--- config.mk ---
export PLATFORM = sky130hd
export DESIGN_NAME = csc_regs
export DESIGN_NICKNAME = d
export VERILOG_FILES = /design/src/csc_pkg.sv /design/src/csc_regs.sv
export SDC_FILE = /design/constraint.sdc
export NUM_CORES = 1
export LEC_CHECK = 0
export BUFFER_PORTS_ARGS = -buffer_cell sky130_fd_sc_hd__buf_2
export CAP_MARGIN = 10
export CORE_UTILIZATION = 40
export DETAILED_ROUTE_END_ITERATION = 8
export PLACE_DENSITY = 0.79
export SYNTH_ARGS = -nofsm -noshare
export SYNTH_HDL_FRONTEND = slang
export SYNTH_SLANG_ARGS = --single-unit
export TNS_END_PERCENT = 100
--- constraint.sdc ---
create_clock -name i_clk -period 1.1 [get_ports i_clk]
set_input_delay 0.11 -clock i_clk [delete_from_list [all_inputs] [get_ports i_clk]]
set_output_delay 0.11 -clock i_clk [all_outputs]
set_load 0.03 [all_outputs]
--- src/csc_pkg.sv ---
package csc_pkg;

  // -------------------------------------------------------------------------
  // Status register field positions
  // -------------------------------------------------------------------------
  localparam int unsigned ST_AOVF    = 15;
  localparam int unsigned ST_BOVF    = 14;
  localparam int unsigned ST_ASAT    = 13;
  localparam int unsigned ST_BSAT    = 12;
  localparam int unsigned ST_OVF_ANY = 11;
  localparam int unsigned ST_SAT_ANY = 10;
  localparam int unsigned ST_DO      = 9;
  localparam int unsigned ST_HALF    = 8;
  localparam int unsigned ST_PRIH    = 7;
  localparam int unsigned ST_PRIL    = 5;
  localparam int unsigned ST_REP     = 4;
  localparam int unsigned ST_NEG     = 3;
  localparam int unsigned ST_SOVF    = 2;
  localparam int unsigned ST_ZERO    = 1;
  localparam int unsigned ST_CARRY   = 0;

  // -------------------------------------------------------------------------
  // Core control register field positions
  // -------------------------------------------------------------------------
  localparam int unsigned CC_VAR    = 15;
  localparam int unsigned CC_USH    = 13;
  localparam int unsigned CC_USL    = 12;
  localparam int unsigned CC_ETERM   = 11;
  localparam int unsigned CC_DLH     = 10;
  localparam int unsigned CC_DLL     = 8;
  localparam int unsigned CC_ASATEN  = 7;
  localparam int unsigned CC_BSATEN  = 6;
  localparam int unsigned CC_DWSATEN = 5;
  localparam int unsigned CC_SATMODE = 4;
  localparam int unsigned CC_PRITOP  = 3;
  localparam int unsigned CC_FRAME   = 2;
  localparam int unsigned CC_ROUND   = 1;
  localparam int unsigned CC_IF     = 0;

  // -------------------------------------------------------------------------
  // Reset values
  // -------------------------------------------------------------------------
  localparam logic [15:0] ST_RESET  = 16'h0000;
  localparam logic [15:0] CC_RESET  = 16'h0020;
  localparam logic [2:0]  IPL_LOCK  = 3'h7;

  typedef enum logic [1:0] {
    CSC_MUL_SIGNED,
    CSC_MUL_UNSIGNED,
    CSC_MUL_MIXED,
    CSC_MUL_RSVD
  } csc_mul_e;

  // One ALU result as reported by the execution core
  typedef struct packed {
    logic upd_c;
    logic upd_z;
    logic upd_n;
    logic upd_ov;
    logic upd_dc;
    logic byte_op;
    logic subtract;
    logic carry_msb;
    logic carry_b4;
    logic carry_b8;
    logic neg;
    logic zero;
    logic z_keep;
    logic ovf;
  } csc_alu_s;

  // DSP engine settings
  typedef struct packed {
    csc_mul_e mul_type;
    logic     mul_integer;
    logic     round_biased;
    logic     acc_a_sat_enable;
    logic     acc_b_sat_enable;
    logic     data_write_sat_enable;
    logic     super_sat;
  } csc_dsp_s;

endpackage : csc_pkg

--- src/csc_regs.sv ---
`timescale 1ns/1ps
`default_nettype none

// How it works
// - Per-accumulator overflow flags follow the core's current overflow levels.
// - Saturation events set per-accumulator sticky flags held until software clears.
// - Combined overflow flag is the OR of both accumulator overflow flags.
// - Combined sticky flag is the OR of both sticky saturation flags.
// - Status writes clear sticky flags directly or by writing zero to combined bit.
// - DO loop active flag mirrors the core's loop state.
// - Half carry takes bit-4 carry for bytes, bit-8 carry for words.
// - Priority level is core-control top bit above three status bits.
// - User interrupts off when low bits are 111 or top bit set.
// - Low priority bits ignore software writes while nesting is disabled.
// - REPEAT loop active flag mirrors the core's repeat state.
// - Negative flag follows the sign of the ALU result.
// - Overflow flag follows the signed overflow of the operation.
// - Zero flag clears on non-zero result, may be held on zero result.
// - Carry flag takes the carry out of the result MSB.
// - Writing one to early terminate ends the DO loop; reads zero.
// - Loop nesting depth is a read-only three-bit field.
// - Saturation mode bit selects super saturation or normal saturation.
// - Active stack frame maps frame and stack pointer to flat 64K.
// - Rounding select picks biased rounding; mode select picks integer multiply.
// - Carry and half carry act as borrow flags on subtraction.
module csc_regs
  import csc_pkg::*;
(
  input  wire logic        i_clk,
  input  wire logic        i_rst_n,
  // Memory-mapped instruction access
  input  wire logic        i_sr_wr,
  input  wire logic        i_cc_wr,
  input  wire logic [15:0] i_wdata,
  output logic      [15:0] o_sr_rdata,
  output logic      [15:0] o_cc_rdata,
  // Execution core
  input  wire csc_alu_s    i_alu,
  input  wire logic        i_acc_a_ovf,
  input  wire logic        i_acc_b_ovf,
  input  wire logic        i_acc_a_sat,
  input  wire logic        i_acc_b_sat,
  input  wire logic        i_do_active,
  input  wire logic        i_repeat_active,
  input  wire logic [2:0]  i_do_depth,
  input  wire logic        i_frame_set,
  input  wire logic        i_frame_clr,
  // Interrupt priority logic
  input  wire logic        i_ipl_load,
  input  wire logic [3:0]  i_ipl_value,
  input  wire logic        i_nest_disable,
  // Outputs to core and interrupt logic
  output logic      [3:0]  o_cpu_ipl,
  output logic             o_user_irq_disable,
  output logic             o_early_terminate,
  output logic             o_stack_frame_flat,
  output logic             o_var_exception,
  output csc_dsp_s         o_dsp_cfg
);

  // -------------------------------------------------------------------------
  // State
  // -------------------------------------------------------------------------
  logic       acc_a_overflow_q;
  logic       acc_b_overflow_q;
  logic       acc_a_sticky_sat_q, acc_a_sticky_sat_d;
  logic       acc_b_sticky_sat_q, acc_b_sticky_sat_d;
  logic       do_loop_active_q;
  logic       repeat_loop_active_q;
  logic       half_carry_flag_q, half_carry_flag_d;
  logic [2:0] priority_low_bits_q, priority_low_bits_d;
  logic       priority_top_bit_q, priority_top_bit_d;
  logic       negative_q, negative_d;
  logic       signed_overflow_flag_q, signed_overflow_flag_d;
  logic       zero_q, zero_d;
  logic       carry_q, carry_d;
  logic       var_q;
  logic [1:0] multiply_sign_select_q;
  logic [2:0] loop_nest_depth_q;
  logic       early_loop_terminate_q;
  logic       acc_a_sat_enable_q;
  logic       acc_b_sat_enable_q;
  logic       data_write_sat_enable_q;
  logic       sat_mode_select_q;
  logic       stack_frame_active_q, stack_frame_active_d;
  logic       rounding_select_q;
  logic       int_mode_q;

  // -------------------------------------------------------------------------
  // Derived flags
  // -------------------------------------------------------------------------
  wire logic combined_overflow   = acc_a_overflow_q | acc_b_overflow_q;
  wire logic combined_sticky_sat =
    acc_a_sticky_sat_q | acc_b_sticky_sat_q;

  // Software may only clear; writing zero to the combined bit clears both
  wire logic sw_keep_a = i_wdata[ST_ASAT] & i_wdata[ST_SAT_ANY];
  wire logic sw_keep_b = i_wdata[ST_BSAT] & i_wdata[ST_SAT_ANY];

  // Hardware saturation wins over a clearing write in the same cycle
  assign acc_a_sticky_sat_d = i_acc_a_sat |
    (acc_a_sticky_sat_q & ~(i_sr_wr & ~sw_keep_a));
  assign acc_b_sticky_sat_d = i_acc_b_sat |
    (acc_b_sticky_sat_q & ~(i_sr_wr & ~sw_keep_b));

  // -------------------------------------------------------------------------
  // ALU flags: a result in the same cycle as a write takes precedence
  // -------------------------------------------------------------------------
  // The core reports the raw adder carry; on subtraction it is already the
  // inverted borrow, so both carries pass through unchanged.
  wire logic alu_dc =
    i_alu.byte_op ? i_alu.carry_b4 : i_alu.carry_b8;
  wire logic alu_c  = i_alu.carry_msb;
  wire logic alu_z  = i_alu.zero ? (i_alu.z_keep ? zero_q : 1'b1)
                                 : 1'b0;

  assign carry_d = i_alu.upd_c ? alu_c :
                   i_sr_wr ? i_wdata[ST_CARRY] : carry_q;
  assign zero_d = i_alu.upd_z ? alu_z :
                  i_sr_wr ? i_wdata[ST_ZERO] : zero_q;
  assign negative_d = i_alu.upd_n ? i_alu.neg :
                      i_sr_wr ? i_wdata[ST_NEG] : negative_q;
  assign signed_overflow_flag_d = i_alu.upd_ov ? i_alu.ovf :
    i_sr_wr ? i_wdata[ST_SOVF] : signed_overflow_flag_q;
  assign half_carry_flag_d = i_alu.upd_dc ? alu_dc :
    i_sr_wr ? i_wdata[ST_HALF] : half_carry_flag_q;

  // -------------------------------------------------------------------------
  // Interrupt priority level
  // -------------------------------------------------------------------------
  wire logic low_writable = i_sr_wr & ~i_nest_disable;

  assign priority_low_bits_d =
    i_ipl_load   ? i_ipl_value[2:0] :
    low_writable ? i_wdata[ST_PRIH:ST_PRIL] : priority_low_bits_q;

  // Interrupt logic may raise the top bit; software may only clear it
  assign priority_top_bit_d =
    i_ipl_load ? i_ipl_value[3] :
    (priority_top_bit_q & ~(i_cc_wr & ~i_wdata[CC_PRITOP]));

  assign o_cpu_ipl = {priority_top_bit_q, priority_low_bits_q};
  assign o_user_irq_disable = priority_top_bit_q |
    (priority_low_bits_q == IPL_LOCK);

  // -------------------------------------------------------------------------
  // Stack frame: set and cleared by the core only
  // -------------------------------------------------------------------------
  assign stack_frame_active_d = i_frame_set |
    (stack_frame_active_q & ~i_frame_clr);
  assign o_stack_frame_flat = stack_frame_active_q;

  // -------------------------------------------------------------------------
  // Status and control flops
  // -------------------------------------------------------------------------
  always_ff @(posedge i_clk or negedge i_rst_n) begin
    if (!i_rst_n) begin
      acc_a_overflow_q       <= ST_RESET[ST_AOVF];
      acc_b_overflow_q       <= ST_RESET[ST_BOVF];
      acc_a_sticky_sat_q     <= ST_RESET[ST_ASAT];
      acc_b_sticky_sat_q     <= ST_RESET[ST_BSAT];
      do_loop_active_q       <= ST_RESET[ST_DO];
      repeat_loop_active_q   <= ST_RESET[ST_REP];
      half_carry_flag_q      <= ST_RESET[ST_HALF];
      priority_low_bits_q    <= ST_RESET[ST_PRIH:ST_PRIL];
      negative_q             <= ST_RESET[ST_NEG];
      signed_overflow_flag_q <= ST_RESET[ST_SOVF];
      zero_q                 <= ST_RESET[ST_ZERO];
      carry_q                <= ST_RESET[ST_CARRY];
    end else begin
      acc_a_overflow_q       <= i_acc_a_ovf;
      acc_b_overflow_q       <= i_acc_b_ovf;
      acc_a_sticky_sat_q     <= acc_a_sticky_sat_d;
      acc_b_sticky_sat_q     <= acc_b_sticky_sat_d;
      do_loop_active_q       <= i_do_active;
      repeat_loop_active_q   <= i_repeat_active;
      half_carry_flag_q      <= half_carry_flag_d;
      priority_low_bits_q    <= priority_low_bits_d;
      negative_q             <= negative_d;
      signed_overflow_flag_q <= signed_overflow_flag_d;
      zero_q                 <= zero_d;
      carry_q                <= carry_d;
    end
  end

  always_ff @(posedge i_clk or negedge i_rst_n) begin
    if (!i_rst_n) begin
      var_q                   <= CC_RESET[CC_VAR];
      multiply_sign_select_q  <= CC_RESET[CC_USH:CC_USL];
      loop_nest_depth_q       <= CC_RESET[CC_DLH:CC_DLL];
      early_loop_terminate_q  <= CC_RESET[CC_ETERM];
      acc_a_sat_enable_q      <= CC_RESET[CC_ASATEN];
      acc_b_sat_enable_q      <= CC_RESET[CC_BSATEN];
      data_write_sat_enable_q <= CC_RESET[CC_DWSATEN];
      sat_mode_select_q       <= CC_RESET[CC_SATMODE];
      priority_top_bit_q      <= CC_RESET[CC_PRITOP];
      stack_frame_active_q    <= CC_RESET[CC_FRAME];
      rounding_select_q       <= CC_RESET[CC_ROUND];
      int_mode_q              <= CC_RESET[CC_IF];
    end else begin
      loop_nest_depth_q      <= i_do_depth;
      early_loop_terminate_q <= i_cc_wr & i_wdata[CC_ETERM];
      priority_top_bit_q     <= priority_top_bit_d;
      stack_frame_active_q   <= stack_frame_active_d;
      if (i_cc_wr) begin
        var_q                   <= i_wdata[CC_VAR];
        multiply_sign_select_q  <= i_wdata[CC_USH:CC_USL];
        acc_a_sat_enable_q      <= i_wdata[CC_ASATEN];
        acc_b_sat_enable_q      <= i_wdata[CC_BSATEN];
        data_write_sat_enable_q <= i_wdata[CC_DWSATEN];
        sat_mode_select_q       <= i_wdata[CC_SATMODE];
        rounding_select_q       <= i_wdata[CC_ROUND];
        int_mode_q              <= i_wdata[CC_IF];
      end
    end
  end

  // One-cycle pulse; the core ends the loop at the close of this iteration
  assign o_early_terminate = early_loop_terminate_q;
  assign o_var_exception   = var_q;

  // -------------------------------------------------------------------------
  // DSP settings
  // -------------------------------------------------------------------------
  assign o_dsp_cfg.mul_type = csc_mul_e'(multiply_sign_select_q);
  assign o_dsp_cfg.mul_integer           = int_mode_q;
  assign o_dsp_cfg.round_biased          = rounding_select_q;
  assign o_dsp_cfg.acc_a_sat_enable      = acc_a_sat_enable_q;
  assign o_dsp_cfg.acc_b_sat_enable      = acc_b_sat_enable_q;
  assign o_dsp_cfg.data_write_sat_enable = data_write_sat_enable_q;
  assign o_dsp_cfg.super_sat             = sat_mode_select_q;

  // -------------------------------------------------------------------------
  // Read views
  // -------------------------------------------------------------------------
  assign o_sr_rdata = {acc_a_overflow_q, acc_b_overflow_q,
                       acc_a_sticky_sat_q, acc_b_sticky_sat_q,
                       combined_overflow, combined_sticky_sat,
                       do_loop_active_q, half_carry_flag_q,
                       priority_low_bits_q, repeat_loop_active_q,
                       negative_q, signed_overflow_flag_q,
                       zero_q, carry_q};

  // Early-terminate bit always reads zero; bit 14 unimplemented
  assign o_cc_rdata = {var_q, 1'b0, multiply_sign_select_q, 1'b0,
                       loop_nest_depth_q,
                       acc_a_sat_enable_q, acc_b_sat_enable_q,
                       data_write_sat_enable_q, sat_mode_select_q,
                       priority_top_bit_q, stack_frame_active_q,
                       rounding_select_q, int_mode_q};

endmodule : csc_regs

`default_nettype wire

Yosys cells after proc, flatten, opt, wreduce, memory -nomap -nowiden

Index checks and enable logic that the tools add are counted.

Word-level logic and storage cells: 74
Flip-flop bits (word level): 29

Bitwise gates (word level): 25
Mux-type cells: 16
Equal/unequal tests: 2
Reduce and logical (&&, ||, !) cells: 7

Operator list:

| cell                 | count |
|---|---|
| $mux W1              | 14 |
| $reduce_bool A2 Y1   | 6 |
| $and A1 B1 Y1        | 11 |
| $not A1 Y1           | 8 |
| $mux W3              | 2 |
| $or A1 B1 Y1         | 6 |
| $eq A3 B3 Y1 const B | 1 |
| $ne A3 B3 Y1 const B | 1 |
| $reduce_and A2 Y1    | 1 |

Depth between registers and ports, before layout

Depth after elaboration: 6
Depth in mapped cells: 4
Depth with buffers taken out: 3

Least setup slack after synthesis

OpenSTA, ideal clock, no wires.

Path type: flip-flop to output port
Start point: register priority_low_bits_q[2]
End point: output port o_user_irq_disable
Cell stages (with the launch flop): 2
Arrival time: 0.848 ns
Setup slack: 0.142 ns
Path buffers: 0
Cell sequence: dfrtp_1 a31o_2

Word-level cells in the longest chain between the ends: 2

Ends and longest elaborated chain:

| element                  | RTL line        | text |
|---|---|---|
| start: declaration       | csc_regs.sv:71  | `logic [2:0] priority_low_bits_q, priority_low_bits_d;` |
| start signal: assignment | csc_regs.sv:165 | `priority_low_bits_q <= ST_RESET[ST_PRIH:ST_PRIL];` |
| start signal: assignment | csc_regs.sv:178 | `priority_low_bits_q <= priority_low_bits_d;` |
| $eq A3 B3 Y1             | csc_regs.sv:144 | `(priority_low_bits_q == IPL_LOCK);` |
| $or A1 B1 Y1             | csc_regs.sv:143 | `assign o_user_irq_disable = priority_top_bit_q \|` |
| end: declaration         | csc_regs.sv:54  | `output logic o_user_irq_disable,` |

Every way passes these cells.

Worst setup path after layout

Start point: register acc_b_sticky_sat_q
End point: output port o_sr_rdata[10]

Word-level cells in the longest chain between the ends: 1

Ends and longest elaborated chain:

| element                  | RTL line        | text |
|---|---|---|
| start: declaration       | csc_regs.sv:67  | `logic acc_b_sticky_sat_q, acc_b_sticky_sat_d;` |
| start signal: assignment | csc_regs.sv:161 | `acc_b_sticky_sat_q <= ST_RESET[ST_BSAT];` |
| start signal: assignment | csc_regs.sv:174 | `acc_b_sticky_sat_q <= acc_b_sticky_sat_d;` |
| $or A1 B1 Y1             | csc_regs.sv:94  | `acc_a_sticky_sat_q \| acc_b_sticky_sat_q;` |
| end: declaration         | csc_regs.sv:35  | `output logic [15:0] o_sr_rdata,` |

Every way passes these cells.

==> impl_metrics.yaml <==
run_status:
  status: "finished, violations left"
  violations: "negative setup slack"
cells_and_area:
  area_growth_pct: 52.0
  nNetsFinal: 265
  reg_top3: "loop_nest_depth_q (3), priority_low_bits_q (3), multiply_sign_select_q (2)"
  n_antenna_cell: 0
  fin_cells: 261
  drive_gt1_share_pct: 56.3
  nFillCells: 266
clock_tree:
  htreeDepth: 2
  clk_pin_slew_ps: 90
  clock_latency_ps: 320
  cts_tree: "built"
  cts_buffer_depth: 2
  root_buffer: "clkbuf_4"
  cts_buffers: 5
  clock-sinks: 29
synthesis:
  yosysSeqAreaShare_pct: 52.2
  synth.top_cell.area_share_pct: 50.3
  syn_area_mm2: 0.00139
  synthTopCellsByArea: "dfrtp_1, buf_4, mux2_2"
  yosysWarnings: 0
  syn_inst: 121
  ys_ff_latch: 29
  yosysTopAreaCell: "dfrtp_1"
  synth_cell_types: 19
  syn_avg_cell_area_um2: 11.5
floorplan:
  core-area_mm2: 0.00334
  io_pins: 99
  dieHeight_um: 61.0
  start_util_pct: 41.8
  dieArea_mm2: 0.00372
  placementRows: 21
  die_x_um: 61.0
critical_path:
  critical_path_class: "flip-flop to primary output"
  critPathArrivalTime_ps: 1110
  critPathCaptureType: "primary output"
  cp.required_ps: 990
  worstPathMaxFanout: 2
  start_kind: "flip-flop"
global_routing:
  grt_first_pass_wirelength_mm: 4.76
  antenna_found_initial: 0
  grt_max_degree: 16
  grt_pass1_vias: 1128
  grt_overflow_total: 0
  grt_usage_pct: 18.5
detailed_routing:
  vias_per_cell: 4.46
  finalWirelength_mm: 3.36
  dr_total_vias: 1163
  ant_nets: 0
  drc: 0
  drt_iter0_markers: 27
  first_pass_iters: 4
  drt-wirelength-per-cell_um: 12.9
timing:
  period_minus_slack_ps: 1220
  drv_slew: 0
  max_freq_ghz: 0.820
  setup_ws_ps: -119
  setup_viol_count_final: 12
  hold_violations: 0
  finClkSkew_ps: 0
  layout_worst_path_cycle_share_pct: 111
  rsz0062_at_grt: "true"
  setup_tns_ps: -492
placement:
  gp_congestion: 0.605
  dp.cells: 224
  port-buffer-count: 93
  dp_hpwl_mm: 1.97
pwr:
  leakage_uw: 0.00111
  ir_drop_mv: 0.767
  power_density_mw_per_mm2: 1420
run:
  maxCapViolations: 0
min_path:
  hp-class: "input port to flip-flop"
## metrics by stage
stage / area [µm²] / hold WS [ps] / power [µW] / setup slack, ps / util (%)
2_1_floorplan: 1400 / -186 / 1830 / 142 / -
3_3_place_gp: 1650 / 37.8 / 1930 / 171 / 49.4
3_5_place_dp: 1650 / 36.5 / 1940 / 168 / 49.4
4_1_cts: 2110 / 1.99 / 3000 / -115 / 63.3
5_1_grt: 2120 / 16.3 / 3140 / -161 / 63.5
6_report: 2120 / 12.7 / 3000 / -119 / 63.5
## cell type report
| type | count | area, µm² | area share, % |
|---|---|---|---|
| tap | 46 | 57.6 | 2.72 |
| sequential | 29 | 727 | 34.3 |
| inverter | 3 | 11.3 | 0.532 |
| multi-input combinational | 52 | 372 | 17.5 |
| timing repair buffer | 123 | 866 | 40.9 |
| clock buffer | 7 | 55.1 | 2.60 |
| clock inverter | 1 | 30.0 | 1.42 |
## what timing repair did
item,in CTS,in global routing
pin swaps,1,1
gates resized for setup,33,2
endpoints found under the hold margin,48,0
hold buffers,23,0
endpoints found under the setup margin,5,15
setup buffers,6,0
## critical path, cell delays in order (launching register included)
cell,delay [ps]
dfrtp_1,400
or2_4,250
buf_6,140
## kinds of logic (layout without fill, tap and decap cells)
group           Yosys count  in the layout  synth area share (%)
flops                    29             29                  52.2
other cells               1              2                 0.269
mux                      16             16                  12.3
compound gates           17             17                  7.27
simple gates             17             17                  6.19
buf+inv                  41            134                  21.8
## placed cells by master, fill, tap and decap left out, drive strengths merged
cell type and n:
mux2 9, nand2 11, nand2b 1, buf 100
a31o 1, o21ai 9, a211oi 2, a21oi 2
and2 1, dlygate4sd3 23, nor2b 2, a21o 3
mux2i 7, conb 2, inv 3, dfrtp 28
bufinv 1, dfstp 1, or2 2, clkbuf 7
## synth_stat cells
cell and instances:
buf_4 36, mux2_2 9, dfstp_2 1, nand2b_4 1
a211oi_1 2, or2_2 2, mux2i_1 7, and2_1 1
conb_1 1, nand2_1 11, a21o_1 3, o21ai_1 6
buf_6 2, a31o_2 1, dfrtp_1 28, inv_1 3
a21oi_1 2, o21ai_0 3, nor2b_1 2
## power breakdown
group	switching [µW]	internal [µW]
clock network	348	543
registers	53.9	1160
logic	514	383
## per-layer routing
metal | routed length, µm | track usage (%)
met1 | 1150 | 16.3
met2 | 1940 | 37.7
met3 | 162 | 4.41
met4 | 97 | 9.74
met5 | 0 | 0
## final timing paths
check	slack (ps)	startpoint	cells after the start	end
max	-120	acc_b_sticky_sat_q	2	o_sr_rdata[10]
min	10	i_alu[6]	3	carry_q
max reg2reg	180	zero_q	3	zero_q
min reg2reg	510	o_stack_frame_flat	1	o_stack_frame_flat
max in group asynchronous	360	i_rst_n	3	data_write_sat_enable_q
min in group asynchronous	260	i_rst_n	2	repeat_loop_active_q
Power figures use the tool's default switching activity.
